**config.mk**
```make
export PLATFORM = sky130hd
export DESIGN_NAME = cms_top
export DESIGN_NICKNAME = d
export VERILOG_FILES = /design/src/hw/cms_pkg.sv /design/src/hw/cms_tick_div.sv /design/src/hw/cms_top.sv
export SDC_FILE = /design/constraint.sdc
export NUM_CORES = 1
export LEC_CHECK = 0
export ABC_CLOCK_PERIOD_IN_PS = 5300
export BUFFER_PORTS_ARGS = -buffer_cell sky130_fd_sc_hd__buf_2
export CAP_MARGIN = 20
export CORE_UTILIZATION = 25
export DETAILED_ROUTE_END_ITERATION = 10
export PLACE_DENSITY = 0.41
export SLEW_MARGIN = 20
export SYNTH_ARGS = -nofsm -noshare
export SYNTH_HDL_FRONTEND = slang
export SYNTH_SLANG_ARGS = --single-unit
```
**constraint.sdc**
```tcl
create_clock -name CLK_SYS -period 5.3 [get_ports CLK_SYS]
set_input_delay 0.265 -clock CLK_SYS [delete_from_list [all_inputs] [get_ports CLK_SYS]]
set_output_delay 0.265 -clock CLK_SYS [all_outputs]
set_load 0.02 [all_outputs]
```
**src/hw/cms_pkg.sv**
```systemverilog
// Sequencer package: register map, field layouts, codes and timing.
// Assumes a 100 MHz system clock and a 32-bit AXI4-Lite register bus.
package cms_pkg;
    // ----------------
    // Register map (byte addresses)
    // ----------------
    localparam logic [7:0] CMS_ADDR_LIMIT = 8'h00;
    localparam logic [7:0] CMS_ADDR_CHARGE = 8'h04;
    localparam logic [7:0] CMS_ADDR_CONTROL = 8'h08;
    localparam logic [7:0] CMS_ADDR_STATUS = 8'h0c;
    localparam logic [7:0] CMS_ADDR_TIMER = 8'h10;
    localparam int CMS_ADDR_W = 8;

    // ----------------
    // Input limit codes, in milliamps order
    // ----------------
    localparam logic [2:0] CMS_LIM_100 = 3'h0;
    localparam logic [2:0] CMS_LIM_150 = 3'h1;
    localparam logic [2:0] CMS_LIM_300 = 3'h2;
    localparam logic [2:0] CMS_LIM_500 = 3'h3;
    localparam logic [2:0] CMS_LIM_900 = 3'h4;
    localparam logic [2:0] CMS_LIM_1500 = 3'h5;
    localparam logic [2:0] CMS_LIM_MAX = CMS_LIM_1500;

    // Charge current field defaults.
    localparam logic [4:0] CMS_TRICKLE_RST = 5'h01;
    localparam logic [4:0] CMS_WEAK_RST = 5'h02;    // Code for 20 mA in the weak phase.
    localparam int CMS_TRK_LSB = 0;
    localparam int CMS_WEAK_LSB = 8;

    // Control register bits.
    localparam int CMS_CTL_CHG_EN = 0;
    localparam int CMS_CTL_RECOVER = 1;
    localparam int CMS_CTL_PIN1_EN = 2;
    localparam int CMS_CTL_PIN3_EN = 3;
    localparam logic [3:0] CMS_CTL_RST = 4'h1;

    // Status register bit positions.
    localparam int CMS_ST_STATE_LSB = 0;
    localparam int CMS_ST_INPUT_LIMIT_SELECT = 4;
    localparam int CMS_ST_ISO = 5;
    localparam int CMS_ST_CUR_LIM_LSB = 8;

    // Charge state codes reported to software.
    localparam logic [2:0] CMS_CS_OFF = 3'h0;
    localparam logic [2:0] CMS_CS_TRICKLE = 3'h1;
    localparam logic [2:0] CMS_CS_WEAK = 3'h3;
    localparam logic [2:0] CMS_CS_FAULT = 3'h6;
    localparam logic [2:0] CMS_CS_READY = 3'h7;

    // ----------------
    // Timing
    // ----------------
    localparam int CMS_TRICKLE_MIN = 60;
    localparam int CMS_PRESCALE_DEF = 100_000_000;  // One tick per second.
    localparam int CMS_TRICKLE_TICKS = CMS_TRICKLE_MIN * 60;
    localparam int CMS_TICK_W = 12;
    localparam int CMS_DIV_W = 27;

    localparam logic [1:0] CMS_RESP_OKAY = 2'h0;
    localparam logic [1:0] CMS_RESP_SLVERR = 2'h2;

    // Charger phase, one-hot.
    typedef enum logic [3:0]
    {
        CMS_PH_IDLE = 4'h1,
        CMS_PH_TRICKLE = 4'h2,
        CMS_PH_WEAK = 4'h4,
        CMS_PH_FAULT = 4'h8
    } cms_phase_t;
endpackage

```
**src/hw/cms_tick_div.sv**
```systemverilog
// Divider that produces a one-cycle tick for the trickle timer.
// Assumes the sequencer's clock and synchronous active-low reset.
module cms_tick_div #(
    parameter int DIVIDE = cms_pkg::CMS_PRESCALE_DEF
) (
    input wire logic clk_sys,
    input wire logic reset_n,
    input wire logic run,
    output logic tick
);
    import cms_pkg::*;

    localparam logic [CMS_DIV_W-1:0] LAST = CMS_DIV_W'(DIVIDE - 1);

    logic [CMS_DIV_W-1:0] count_reg, count_next;
    logic tick_reg, tick_next;

    // ----------------
    // Count
    // ----------------
    // The count restarts whenever the timer is stopped, so each phase entry sees a full first period.
    always_comb
    begin
        count_next = count_reg;
        tick_next = 1'b0;
        if (!run)
        begin
            count_next = '0;
        end
        else if (count_reg == LAST)
        begin
            count_next = '0;
            tick_next = 1'b1;
        end
        else
        begin
            count_next = count_reg + 1'b1;
        end
    end

    always_ff @(posedge clk_sys)
    begin
        if (!reset_n)
        begin
            count_reg <= '0;
            tick_reg <= 1'b0;
        end
        else
        begin
            count_reg <= count_next;
            tick_reg <= tick_next;
        end
    end

    assign tick = tick_reg;
endmodule

```
**src/hw/cms_top.sv**
```systemverilog
// Charge mode sequencer: input limit selection, trickle and weak phases, trickle timeout.
// Assumes asynchronous pin and comparator inputs and a 32-bit AXI4-Lite master.
//
// Function
// - Input limit follows software limit select field.
// - Pin one selects 100 or 500 mA.
// - Pin three can select 1500 mA.
// - Non-default software limit overrides all pins.
// - Limit resets to 100 mA.
// - Field codes 100,150,300,500,900,1500 mA.
// - Set input-limited flag when current starved while charging.
// - Below dead threshold, trickle at trickle current.
// - Report trickle in charge state field.
// - Isolation switch off during trickle.
// - Trickle over 60 minutes: stop, report fault.
// - Fault holds until software recovery.
// - Between dead and weak thresholds: weak phase.
// - Weak phase keeps input limit at 100 mA.
// - Weak current defaults to 20 mA.
// - Thermistor out of range stops charging.
module cms_top #(
    parameter int PRESCALE = cms_pkg::CMS_PRESCALE_DEF,
    parameter int TRICKLE_TICKS = cms_pkg::CMS_TRICKLE_TICKS
) (
    input wire logic CLK_SYS,
    input wire logic RESET_N,
    input wire logic [cms_pkg::CMS_ADDR_W-1:0] S_AXI_AWADDR,
    input wire logic S_AXI_AWVALID,
    output logic S_AXI_AWREADY,
    input wire logic [31:0] S_AXI_WDATA,
    input wire logic [3:0] S_AXI_WSTRB,
    input wire logic S_AXI_WVALID,
    output logic S_AXI_WREADY,
    output logic [1:0] S_AXI_BRESP,
    output logic S_AXI_BVALID,
    input wire logic S_AXI_BREADY,
    input wire logic [cms_pkg::CMS_ADDR_W-1:0] S_AXI_ARADDR,
    input wire logic S_AXI_ARVALID,
    output logic S_AXI_ARREADY,
    output logic [31:0] S_AXI_RDATA,
    output logic [1:0] S_AXI_RRESP,
    output logic S_AXI_RVALID,
    input wire logic S_AXI_RREADY,
    input wire logic CONFIG_PIN_ONE,
    input wire logic CONFIG_PIN_THREE,
    input wire logic BAT_ABOVE_DEAD,
    input wire logic BAT_ABOVE_WEAK,
    input wire logic TEMP_OK,
    input wire logic INPUT_GOOD_LEVEL,
    input wire logic CURRENT_STARVED,
    output logic [2:0] INPUT_LIMIT,
    output logic CHARGE_ON,
    output logic TRICKLE_ON,
    output logic ISO_SWITCH_ON,
    output logic [4:0] CHARGE_CURRENT
);
    import cms_pkg::*;

    localparam int SYNC_W = 7;
    localparam logic [CMS_TICK_W-1:0] TRK_LAST = CMS_TICK_W'(TRICKLE_TICKS);

    // ----------------
    // Input synchronisers
    // ----------------
    logic [SYNC_W-1:0] sync1_reg;
    logic [SYNC_W-1:0] sync2_reg;
    logic pin_one, pin_three, above_dead, above_weak, temp_ok, input_good, starved;

    // Every pin input passes two flops; only the second stage is read.
    always_ff @(posedge CLK_SYS)
    begin
        if (!RESET_N)
        begin
            sync1_reg <= '0;
            sync2_reg <= '0;
        end
        else
        begin
            sync1_reg <= {CONFIG_PIN_ONE, CONFIG_PIN_THREE, BAT_ABOVE_DEAD, BAT_ABOVE_WEAK,
                          TEMP_OK, INPUT_GOOD_LEVEL, CURRENT_STARVED};
            sync2_reg <= sync1_reg;
        end
    end

    assign {pin_one, pin_three, above_dead, above_weak, temp_ok, input_good, starved} = sync2_reg;

    // ----------------
    // Register bus
    // ----------------
    logic [2:0] limit_reg, limit_next;
    logic sw_override_reg, sw_override_next;
    logic [4:0] trk_cur_reg, trk_cur_next;
    logic [4:0] weak_cur_reg, weak_cur_next;
    logic [3:0] ctl_reg, ctl_next;
    logic recover_reg, recover_next;
    logic aw_full_reg, aw_full_next;
    logic w_full_reg, w_full_next;
    logic [CMS_ADDR_W-1:0] awaddr_reg, awaddr_next;
    logic [31:0] wdata_reg, wdata_next;
    logic [3:0] wstrb_reg, wstrb_next;
    logic bvalid_reg, bvalid_next;
    logic [1:0] bresp_reg, bresp_next;
    logic rvalid_reg, rvalid_next;
    logic [1:0] rresp_reg, rresp_next;
    logic [31:0] rdata_reg, rdata_next;
    logic input_limit_select_flag_reg, input_limit_select_flag_next;
    cms_phase_t phase_reg, phase_next;
    logic [CMS_TICK_W-1:0] trk_ticks_reg, trk_ticks_next;
    logic tick;
    logic [2:0] state_code;

    // Known register offsets.
    function automatic logic addr_ok(input logic [CMS_ADDR_W-1:0] a);
        addr_ok = (a == CMS_ADDR_LIMIT) || (a == CMS_ADDR_CHARGE) || (a == CMS_ADDR_CONTROL)
                  || (a == CMS_ADDR_STATUS) || (a == CMS_ADDR_TIMER);
    endfunction

    // Address and data are latched independently; the write commits once both are present.
    always_comb
    begin
        logic do_wr;
        do_wr = 1'b0;
        aw_full_next = aw_full_reg;
        w_full_next = w_full_reg;
        awaddr_next = awaddr_reg;
        wdata_next = wdata_reg;
        wstrb_next = wstrb_reg;
        bvalid_next = bvalid_reg;
        bresp_next = bresp_reg;
        limit_next = limit_reg;
        sw_override_next = sw_override_reg;
        trk_cur_next = trk_cur_reg;
        weak_cur_next = weak_cur_reg;
        ctl_next = ctl_reg;
        recover_next = 1'b0;
        if (S_AXI_AWVALID && !aw_full_reg)
        begin
            aw_full_next = 1'b1;
            awaddr_next = S_AXI_AWADDR;
        end
        if (S_AXI_WVALID && !w_full_reg)
        begin
            w_full_next = 1'b1;
            wdata_next = S_AXI_WDATA;
            wstrb_next = S_AXI_WSTRB;
        end
        if (S_AXI_BVALID && S_AXI_BREADY)
        begin
            bvalid_next = 1'b0;
        end
        if (aw_full_reg && w_full_reg && !bvalid_reg)
        begin
            do_wr = 1'b1;
            aw_full_next = 1'b0;
            w_full_next = 1'b0;
            bvalid_next = 1'b1;
            bresp_next = addr_ok(awaddr_reg) ? CMS_RESP_OKAY : CMS_RESP_SLVERR;
        end
        if (do_wr && wstrb_reg[0])
        begin
            unique case (awaddr_reg)
                CMS_ADDR_LIMIT:
                begin
                    // Codes above the last defined step clamp to 1500 mA.
                    limit_next = (wdata_reg[2:0] > CMS_LIM_MAX) ? CMS_LIM_MAX : wdata_reg[2:0];
                    // Any write that leaves the 100 mA default hands control to software.
                    if (wdata_reg[2:0] != CMS_LIM_100)
                    begin
                        sw_override_next = 1'b1;
                    end
                end
                CMS_ADDR_CHARGE:
                begin
                    trk_cur_next = wdata_reg[CMS_TRK_LSB +: 5];
                end
                CMS_ADDR_CONTROL:
                begin
                    ctl_next = wdata_reg[3:0];
                    recover_next = wdata_reg[CMS_CTL_RECOVER];
                    ctl_next[CMS_CTL_RECOVER] = 1'b0;
                end
                default:
                begin
                end
            endcase
        end
        if (do_wr && wstrb_reg[1] && awaddr_reg == CMS_ADDR_CHARGE)
        begin
            weak_cur_next = wdata_reg[CMS_WEAK_LSB +: 5];
        end
    end

    // Read side answers one cycle after the address is taken.
    always_comb
    begin
        rvalid_next = rvalid_reg;
        rresp_next = rresp_reg;
        rdata_next = rdata_reg;
        if (S_AXI_RVALID && S_AXI_RREADY)
        begin
            rvalid_next = 1'b0;
        end
        if (S_AXI_ARVALID && !rvalid_reg)
        begin
            rvalid_next = 1'b1;
            rresp_next = addr_ok(S_AXI_ARADDR) ? CMS_RESP_OKAY : CMS_RESP_SLVERR;
            rdata_next = '0;
            unique case (S_AXI_ARADDR)
                CMS_ADDR_LIMIT: rdata_next[2:0] = limit_reg;
                CMS_ADDR_CHARGE:
                begin
                    rdata_next[CMS_TRK_LSB +: 5] = trk_cur_reg;
                    rdata_next[CMS_WEAK_LSB +: 5] = weak_cur_reg;
                end
                CMS_ADDR_CONTROL: rdata_next[3:0] = ctl_reg;
                CMS_ADDR_STATUS:
                begin
                    rdata_next[CMS_ST_STATE_LSB +: 3] = state_code;
                    rdata_next[CMS_ST_INPUT_LIMIT_SELECT] = input_limit_select_flag_reg;
                    rdata_next[CMS_ST_ISO] = ISO_SWITCH_ON;
                    rdata_next[CMS_ST_CUR_LIM_LSB +: 3] = INPUT_LIMIT;
                end
                CMS_ADDR_TIMER: rdata_next[CMS_TICK_W-1:0] = trk_ticks_reg;
                default: rdata_next = '0;
            endcase
        end
    end

    always_ff @(posedge CLK_SYS)
    begin
        if (!RESET_N)
        begin
            limit_reg <= CMS_LIM_100;
            sw_override_reg <= 1'b0;
            trk_cur_reg <= CMS_TRICKLE_RST;
            weak_cur_reg <= CMS_WEAK_RST;
            ctl_reg <= CMS_CTL_RST;
            recover_reg <= 1'b0;
            aw_full_reg <= 1'b0;
            w_full_reg <= 1'b0;
            awaddr_reg <= '0;
            wdata_reg <= '0;
            wstrb_reg <= '0;
            bvalid_reg <= 1'b0;
            bresp_reg <= CMS_RESP_OKAY;
            rvalid_reg <= 1'b0;
            rresp_reg <= CMS_RESP_OKAY;
            rdata_reg <= '0;
        end
        else
        begin
            limit_reg <= limit_next;
            sw_override_reg <= sw_override_next;
            trk_cur_reg <= trk_cur_next;
            weak_cur_reg <= weak_cur_next;
            ctl_reg <= ctl_next;
            recover_reg <= recover_next;
            aw_full_reg <= aw_full_next;
            w_full_reg <= w_full_next;
            awaddr_reg <= awaddr_next;
            wdata_reg <= wdata_next;
            wstrb_reg <= wstrb_next;
            bvalid_reg <= bvalid_next;
            bresp_reg <= bresp_next;
            rvalid_reg <= rvalid_next;
            rresp_reg <= rresp_next;
            rdata_reg <= rdata_next;
        end
    end

    assign S_AXI_AWREADY = !aw_full_reg;
    assign S_AXI_WREADY = !w_full_reg;
    assign S_AXI_BVALID = bvalid_reg;
    assign S_AXI_BRESP = bresp_reg;
    assign S_AXI_ARREADY = !rvalid_reg;
    assign S_AXI_RVALID = rvalid_reg;
    assign S_AXI_RRESP = rresp_reg;
    assign S_AXI_RDATA = rdata_reg;

    // ----------------
    // Charge phase sequencer
    // ----------------
    cms_tick_div #(
        .DIVIDE(PRESCALE)
    ) u_div (
        .clk_sys(CLK_SYS),
        .reset_n(RESET_N),
        .run(phase_reg == CMS_PH_TRICKLE),
        .tick(tick)
    );

    logic [2:0] limit_out_reg, limit_out_next;
    logic chg_on_reg, chg_on_next;
    logic trk_on_reg, trk_on_next;
    logic iso_reg, iso_next;
    logic [4:0] cur_reg, cur_next;
    logic enabled;

    // Charging needs software enable, a good input and an in-range thermistor.
    assign enabled = ctl_reg[CMS_CTL_CHG_EN] && input_good && temp_ok;

    // Phase moves with the comparators; the fault phase is left only by recovery.
    always_comb
    begin
        phase_next = phase_reg;
        trk_ticks_next = trk_ticks_reg;
        unique case (phase_reg)
            CMS_PH_IDLE:
            begin
                if (enabled && !above_dead)
                begin
                    phase_next = CMS_PH_TRICKLE;
                end
                else if (enabled && !above_weak)
                begin
                    phase_next = CMS_PH_WEAK;
                end
            end
            CMS_PH_TRICKLE:
            begin
                if (!enabled)
                begin
                    phase_next = CMS_PH_IDLE;
                end
                else if (trk_ticks_reg >= TRK_LAST)
                begin
                    phase_next = CMS_PH_FAULT;
                end
                else if (above_dead)
                begin
                    phase_next = above_weak ? CMS_PH_IDLE : CMS_PH_WEAK;
                end
            end
            CMS_PH_WEAK:
            begin
                if (!enabled || above_weak || !above_dead)
                begin
                    phase_next = CMS_PH_IDLE;
                end
            end
            CMS_PH_FAULT:
            begin
                if (recover_reg)
                begin
                    phase_next = CMS_PH_IDLE;
                end
            end
        endcase
        // The timer counts only inside trickle and is cleared on any other phase.
        if (phase_next != CMS_PH_TRICKLE || phase_reg != CMS_PH_TRICKLE)
        begin
            trk_ticks_next = '0;
        end
        else if (tick)
        begin
            trk_ticks_next = trk_ticks_reg + 1'b1;
        end
    end

    // Outputs are decoded from the next phase so they change with it, still from flops.
    always_comb
    begin
        chg_on_next = (phase_next == CMS_PH_TRICKLE) || (phase_next == CMS_PH_WEAK);
        trk_on_next = (phase_next == CMS_PH_TRICKLE);
        iso_next = (phase_next == CMS_PH_WEAK);
        cur_next = (phase_next == CMS_PH_WEAK) ? weak_cur_reg : trk_cur_reg;
        // Pins only act until software leaves the default.
        if (sw_override_reg)
        begin
            limit_out_next = limit_reg;
        end
        else if (ctl_reg[CMS_CTL_PIN3_EN] && pin_three)
        begin
            limit_out_next = CMS_LIM_1500;
        end
        else if (ctl_reg[CMS_CTL_PIN1_EN])
        begin
            limit_out_next = pin_one ? CMS_LIM_500 : CMS_LIM_100;
        end
        else
        begin
            limit_out_next = limit_reg;
        end
        // The transceiver is unpowered in weak phase, so no enumeration above 100 mA.
        if (phase_next == CMS_PH_WEAK)
        begin
            limit_out_next = CMS_LIM_100;
        end
        // Starved while charging sets the flag; it holds until charging stops.
        input_limit_select_flag_next = chg_on_reg && (starved || input_limit_select_flag_reg);
    end

    always_ff @(posedge CLK_SYS)
    begin
        if (!RESET_N)
        begin
            phase_reg <= CMS_PH_IDLE;
            trk_ticks_reg <= '0;
            limit_out_reg <= CMS_LIM_100;
            chg_on_reg <= 1'b0;
            trk_on_reg <= 1'b0;
            iso_reg <= 1'b0;
            cur_reg <= CMS_TRICKLE_RST;
            input_limit_select_flag_reg <= 1'b0;
        end
        else
        begin
            phase_reg <= phase_next;
            trk_ticks_reg <= trk_ticks_next;
            limit_out_reg <= limit_out_next;
            chg_on_reg <= chg_on_next;
            trk_on_reg <= trk_on_next;
            iso_reg <= iso_next;
            cur_reg <= cur_next;
            input_limit_select_flag_reg <= input_limit_select_flag_next;
        end
    end

    // Reported charge state code.
    always_comb
    begin
        unique case (phase_reg)
            CMS_PH_TRICKLE: state_code = CMS_CS_TRICKLE;
            CMS_PH_WEAK: state_code = CMS_CS_WEAK;
            CMS_PH_FAULT: state_code = CMS_CS_FAULT;
            default: state_code = enabled ? CMS_CS_READY : CMS_CS_OFF;
        endcase
    end

    assign INPUT_LIMIT = limit_out_reg;
    assign CHARGE_ON = chg_on_reg;
    assign TRICKLE_ON = trk_on_reg;
    assign ISO_SWITCH_ON = iso_reg;
    assign CHARGE_CURRENT = cur_reg;
endmodule

```
==> results of run 1 <==
[cells by family after synthesis]
kind of cell,synth area share (%)
other,0.0700
AOI/OAI and AO/OA,9.35
xor gates and xnor gates,5.72
buffers and inverters,5.84
and+or+nand+nor,25.0
adders and majority gates,0.701
muxes,5.82
DFF,47.5
[metrics by stage]
step	utilization (%)	hold WS (ps)	power [mW]	setup slack, ps
3_5_place_dp	28.0	426	1.12	2720
2_1_floorplan	-	364	1.09	3150
6_report	30.6	37.8	2.19	2740
5_1_grt	30.6	32.9	2.29	2510
3_3_place_gp	28.0	427	1.12	2800
4_1_cts	30.6	16.3	2.23	2720
[synth_stat cells, types with 2 or more instances]
cell / number / share of area [%]
dfxtp_1: 127 / 47
nor2_1: 88 / 6.2
nand2_1: 65 / 4.6
a21oi_1: 31 / 2.9
mux2i_1: 30 / 5.6
nand3_1: 23 / 2.1
buf_4: 21 / 2.9
clkbuf_1: 21 / 1.5
xor2_1: 21 / 3.4
and2_1: 15 / 1.8
o21ai_0: 15 / 1.4
and3_1: 14 / 1.6
xnor2_1: 14 / 2.3
nor3_1: 13 / 1.2
inv_1: 12 / 0.84
nand4_1: 9 / 1.1
nand2b_1: 7 / 0.82
nor2b_1: 5 / 0.58
a211oi_1: 4 / 0.56
a221oi_1: 4 / 0.65
a222oi_1: 4 / 0.75
buf_2: 4 / 0.37
or3_1: 4 / 0.47
and4_1: 3 / 0.49
ha_1: 3 / 0.70
o211ai_1: 3 / 0.42
o22ai_1: 3 / 0.35
or4_1: 3 / 0.42
and4b_1: 2 / 0.37
buf_1: 2 / 0.14
nand3b_1: 2 / 0.28
nand4b_1: 2 / 0.33
nor3b_1: 2 / 0.28
nor4_4: 2 / 0.79
o211a_1: 2 / 0.37
o21a_1: 2 / 0.28
[report_power, final]
part	total [mW]	switching (mW)	internal, mW	leakage [nW]
Sequential	0.991	0.0149	0.976	1.03
Clock	1.09	0.396	0.698	0.278
Combinational	0.107	0.0697	0.0374	1.15
[area by class of cell]
cell class              count  area, um2
inverters                  13       48.8
clock buffers              24        502
repair buffers             73        368
flip-flops and latches    127       2540
multi-input cells         436       2570
well taps                 275        344
fillers                  2261      14600
clock inverters             6       57.6
[metal layers]
layer / vias up / global-route usage (%) / part of all wire (%)
li1: 2162 / - / -
met1: 1990 / 15.1 / 47
met2: 95 / 20.9 / 48
met3: 16 / 3.19 / 4.1
met4: 0 / 5.26 / 1.4
met5: - / 0 / 0
[worst paths after layout]
| path | end | slack (ps) | cells after the start |
|---|---|---|---|
| worst max-delay path | u_div.count_reg[21]$_SDFF_PP0_ | 2740 | 6 |
| worst max register to register | u_div.count_reg[21]$_SDFF_PP0_ | 2740 | 6 |
| worst min register to register | sync2_reg[3]$_SDFF_PN0_ | 440 | 1 |
| worst min-delay path | S_AXI_RVALID$_SDFFE_PN0P_ | 40 | 2 |
==> results by group, run 1 <==
Clocking
  • CTS tree: done
  • TritonCTS Buffers: 17
  • Setup Fix Bufs, Post-CTS: 0
  • Cts hold-fix bufs: 0
  • CTS sink count: about 130
  • Clk root buf: clkbuf_16
  • Clk slew on worst S/H paths: 50 ps
  • H-tree levels: 4
  • Worst skew pair latency: 410 ps
  • Post-cts repair resize count: 0
  • CTS Buffer Depth: 2

Worst setup path
  • Critical path type: reg2reg
  • Worst setup EP type: flop
  • CP max-delay cell: or3_1
  • Crit Path Max Fanout: 27
  • Crit path launch: u_div.count_reg[11]$_SDFF_PP0_
  • CP peak stage delay: between 700 and 800 ps
  • CP top delay family: simple AND/OR/NAND/NOR gates
  • Arrival time worst endpoint: 2820 ps
  • CP Cell Sequence: nor4_1 > nand4_1 > or4_1 > nor3_1 > or3_1 > nor2_1
  • Startpoint Class: flop
  • Buf/Inv on CP: 0
  • R2R Path Start: u_div.count_reg[11]$_SDFF_PP0_
  • Crit path required time: about 5600 ps

Synthesis
  • Ys Warns: 0
  • #FFs+latches synth: ~130
  • Post-synthesis sequential area ratio: 47.5%
  • Post-Syn Instances: 604
  • Most used DFF post-synth: dfxtp_1
  • Synth Area per Inst: 8.87 um2
  • Library cells used by synthesis: slightly below 60
  • Post-synth ARST share: 0%
  • Synth Cell Area: 0.00536 mm2
  • Post-synth EDFFs: 0

Finish
  • Diodes inserted: 0
  • Nets: between 700 and 800
  • Max FFs per register: 27
  • Final non-filler cell total: 954
  • Most frequent cells in the layout: dfxtp_1 (127), nor2_1 (88), buf_2 (72)
  • Share of layout cells above drive strength 1: between 10% and 20%
  • Layout area overhead: 20.2%
  • Leading cell type in the layout, fill and taps excluded: dfxtp_1
  • Final Cell Area: roughly 0.0064 mm2

STA
  • Tightest Pin Transition: 930 ps
  • Unrepaired setup endpoints after global routing: false
  • TNS Setup: 0 ps
  • Final Skew: roughly 5.3 ps
  • Slew Limit Fails: 0
  • Worst slew margin: 38.0%
  • Final Hold Fails: 0
  • Period utilization: 48.3%
  • Final worst path period need: ~2600 ps
  • Setup Viol. Count Final: 0
  • Max Fclk: 0.390 GHz

Floorplanning
  • Die area: 0.0220 mm2
  • Die X-Extent: 148 um
  • Die Ht: between 100 and 150 um
  • Top-Level Pins: ~120
  • Initial Util: between 20% and 30%
  • FP Rows: 53
  • Core Area: 0.0210 mm2

Routing
  • DRC Markers: 0
  • Total routed wirelength: between 10000 and 15000 um
  • Via count: ~4300
  • Wire per inst: ~13 um
  • Via density: approximately 4.5
  • 1st-iter DRT viols: between 200 and 300
  • Post-route ant nets: 0
  • DR pass1 iterations: 5

Global route
  • Vias in the first global route: about 4300
  • First-pass GRT wire length: between 20000 and 25000 um
  • Initial antenna violation count: 0
  • Congestion Overflow GR: 0
  • GRT Total Usage: 12.5%
  • Largest net degree at the start of global routing: 51

Status
  • Status: finished clean

Min path
  • Worst hold path type: in2reg
  • Min-Delay Startpoint: S_AXI_RREADY

Place
  • DP Area: ~0.006 mm2
  • Placed insts: approximately 920
  • # port buffers: just over 70
  • Global placement routability congestion: slightly below 0.8
  • HPWL after DPL: 9450 um

Power
  • LEAKAGE: 2.45 nW
  • Cell area power density: 341 mW/mm2
  • Peak VDD IR: roughly 0.00023 V

Run
  • Max Cap Viol: 0
(Power assumes the default switching activity.)
==> inputs of run 2 (changes only) <==
- ABC_AREA: unset -> 1
- ABC_CLOCK_PERIOD_IN_PS: 5300 -> 2600
- clock period: 5.3 -> 2.6 ns (I/O delays scaled with it)
==> results by group, run 2 <==
Floorplanning
  • Initial Util: about a quarter
  • Die area: around 0.024 mm2
  • FP Rows: 55
  • Core Area: ~0.023 mm2
  • Top-Level Pins: between 100 and 150
  • Die Ht: ~150 um
  • Die X-Extent: between 150 and 200 um

Global route
  • First-pass GRT wire length: between 20000 and 25000 um
  • Congestion Overflow GR: 0
  • GRT Total Usage: a little over an eighth
  • Initial antenna violation count: 0
  • Vias in the first global route: just under 5000
  • Largest net degree at the start of global routing: a little under 50

Finish
  • Layout area overhead: 26.0%
  • Fill count: 2476
  • Multi-input logic area: 0.00266 mm2
  • Diodes inserted: 0
  • Max FFs per register: 27
  • Nets: 969
  • Share of layout cells above drive strength 1: between 10% and 20%
  • Flip-flop and latch area: roughly 0.0025 mm2
  • Leading cell type in the layout, fill and taps excluded: nand2_1
  • Most frequent cells in the layout: nand2_1 (154), dfxtp_1 (127), nor2_1 (119)

Synthesis
  • Top-count cell post-synth: nand2_1
  • Synth Area per Inst: between 7 and 8 um2
  • Ys Warns: 0
  • Post-synthesis sequential area ratio: between 40% and 50%
  • Post-synth ARST share: 0%
  • Cell taking the most area after synthesis: dfxtp_1
  • Post-synth EDFFs: 0
  • Library cells used by synthesis: 45
  • Area contributors post-synth: dfxtp_1 (44%), nand2_1 (10%), nor2_1 (7.8%), inv_1 (6.3%), nand3_1 (4.3%)
  • #FFs+latches synth: approximately 130
  • Post-synth top area share: 44.1%
  • Post-Syn Instances: between 700 and 800
  • Post-synth top cells: nand2_1 (154), dfxtp_1 (127), nor2_1 (119), inv_1 (97), nand3_1 (49)
  • Most used DFF post-synth: dfxtp_1
  • Synth Cell Area: roughly 0.0058 mm2

STA
  • Unrepaired setup endpoints after global routing: false
  • Setup ws final: about 700 ps
  • Period utilization: roughly 74%
  • Final Skew: roughly 9.7 ps
  • Setup Viol. Count Final: 0
  • TNS Setup: 0 ps
  • Max Fclk: between 0.5 and 0.6 GHz
  • Final worst path period need: approximately 1900 ps
  • Worst slew margin: 50.5%
  • Slew Limit Fails: 0
  • Tightest Pin Transition: around 740 ps
  • Final Hold Fails: 0

Clocking
  • Clk slew on worst S/H paths: approximately 60 ps
  • CTS Buffer Depth: 2
  • Clk root buf: clkbuf_16
  • Worst skew pair latency: 420 ps
  • H-tree levels: 4
  • TritonCTS Buffers: 17
  • CTS tree: done
  • CTS sink count: 127

Worst setup path
  • Crit-path most repeated cell: nand2_1
  • CP peak stage delay: around 360 ps
  • Crit path required time: 2900 ps
  • CP max-delay cell: dfxtp_1
  • R2R Path Start: u_div.count_reg[0]$_SDFF_PP0_
  • CP top delay family: simple AND/OR/NAND/NOR gates
  • Arrival time worst endpoint: about 2200 ps
  • Buf/Inv on CP: 2
  • CP Cell Sequence: ha_1 > nand2_1 > nor2_2 > nand2_1 > inv_2 > nand4_1 > nand2_2 > buf_12 > nor3b_1
  • Critical path type: reg2reg
  • Crit path launch: u_div.count_reg[0]$_SDFF_PP0_
  • Startpoint Class: flop
  • Crit Path Max Fanout: 14
  • Worst setup EP type: flop

Routing
  • Total routed wirelength: ~15000 um
  • DRC Markers: 0
  • Via count: 5106
  • Via density: around 4.3
  • Wire per inst: 12.5 um
  • DR pass1 iterations: 6
  • Post-route ant nets: 0
  • 1st-iter DRT viols: between 200 and 300

Run
  • Max Cap Viol: 0

Power
  • Switching share of power: a little under a quarter
  • Flop pwr share: about two fifths
  • Tot Pwr: slightly below 5 mW
  • Clock Power Share: a little over half
  • Peak VDD IR: about 0.00038 V
  • Psw: 1.10 mW
  • Cell area power density: 666 mW/mm2
  • Comb power frac: between 6 and 7%
  • LEAKAGE: slightly above 3 nW
  • Internal power: ~3.7 mW

Place
  • HPWL after DPL: 11000 um
  • # port buffers: between 70 and 80
  • Pre-CTS WS: ~650 ps
  • Global placement routability congestion: roughly 0.77

Min path
  • Worst hold path type: in2reg
  • Min-Delay Startpoint: S_AXI_WDATA[2]

Status
  • Status: finished clean
-- run 2: final cells by class --
type | count | share of cell area [%]
multi-input combinational | 546 | 36.6
sequential | 127 | 35.0
timing repair buffer | 105 | 9.48
clock buffer | 23 | 6.86
inverter | 103 | 5.33
tap | 285 | 4.91
clock inverter | 9 | 1.79
-- run 2: cell families after synthesis --
group           share of synthesized area (%)
simple gates                             32.5
flops                                    44.1
fa+ha+maj                               0.652
buf+inv                                  11.0
other cells                            0.0651
compound gates                           9.95
xor+xnor                                 1.67
-- run 2: worst paths after layout --
| kind | to | slack [ps] | cells after the start |
|---|---|---|---|
| setup / recovery | u_div.count_reg[21]$_SDFF_PP0_ | 690 | 9 |
| hold / removal | wdata_reg[2]$_SDFFE_PN0P_ | 30 | 3 |
| setup reg to reg | u_div.count_reg[21]$_SDFF_PP0_ | 690 | 9 |
| hold reg to reg | sync2_reg[2]$_SDFF_PN0_ | 410 | 2 |
-- run 2: routing by layer --
metal / up-vias / wire [um] / global-route usage, %
met5: - / 0 / 0
met4: 0 / 136 / 4.43
met3: 8 / 515 / 3.38
met2: 83 / 6790 / 21.3
met1: 2297 / 7560 / 17.8
li1: 2718 / - / -
-- run 2: stage by stage --
step / area (um2) / utilization, % / hold slack, ps / std cells
after floorplan: 5830 / - / 228 / 813
after global placement: 6360 / 28.1 / 322 / 1139
after detailed placement: 6360 / 28.1 / 321 / 1139
after CTS: 7260 / 32.1 / 2.07 / 1198
after global routing: 7260 / 32.1 / 38.5 / 1198
final: 7260 / 32.1 / 26.0 / 1198
-- run 2: timing repair --
item                                   CTS  global route
buffers inserted                         0             0
setup endpoints to repair                0             0
endpoints found under the hold margin   27             0
hold buffers                            27             0
resized for setup                        0             0
-- run 2: worst min-delay path, stage by stage --
cell and delay, ps:
buf_2 70, o21ai_0 90, a21oi_1 110
-- run 2: power groups by stage --
stage               logic, mW  registers, mW  clock network, mW
global placement        0.264           2.07                  0
floorplan               0.187           2.08                  0
CTS                     0.297           2.03               2.57
finish                  0.292           2.03               2.51
detailed placement      0.264           2.07                  0
global route            0.331           2.03               2.68
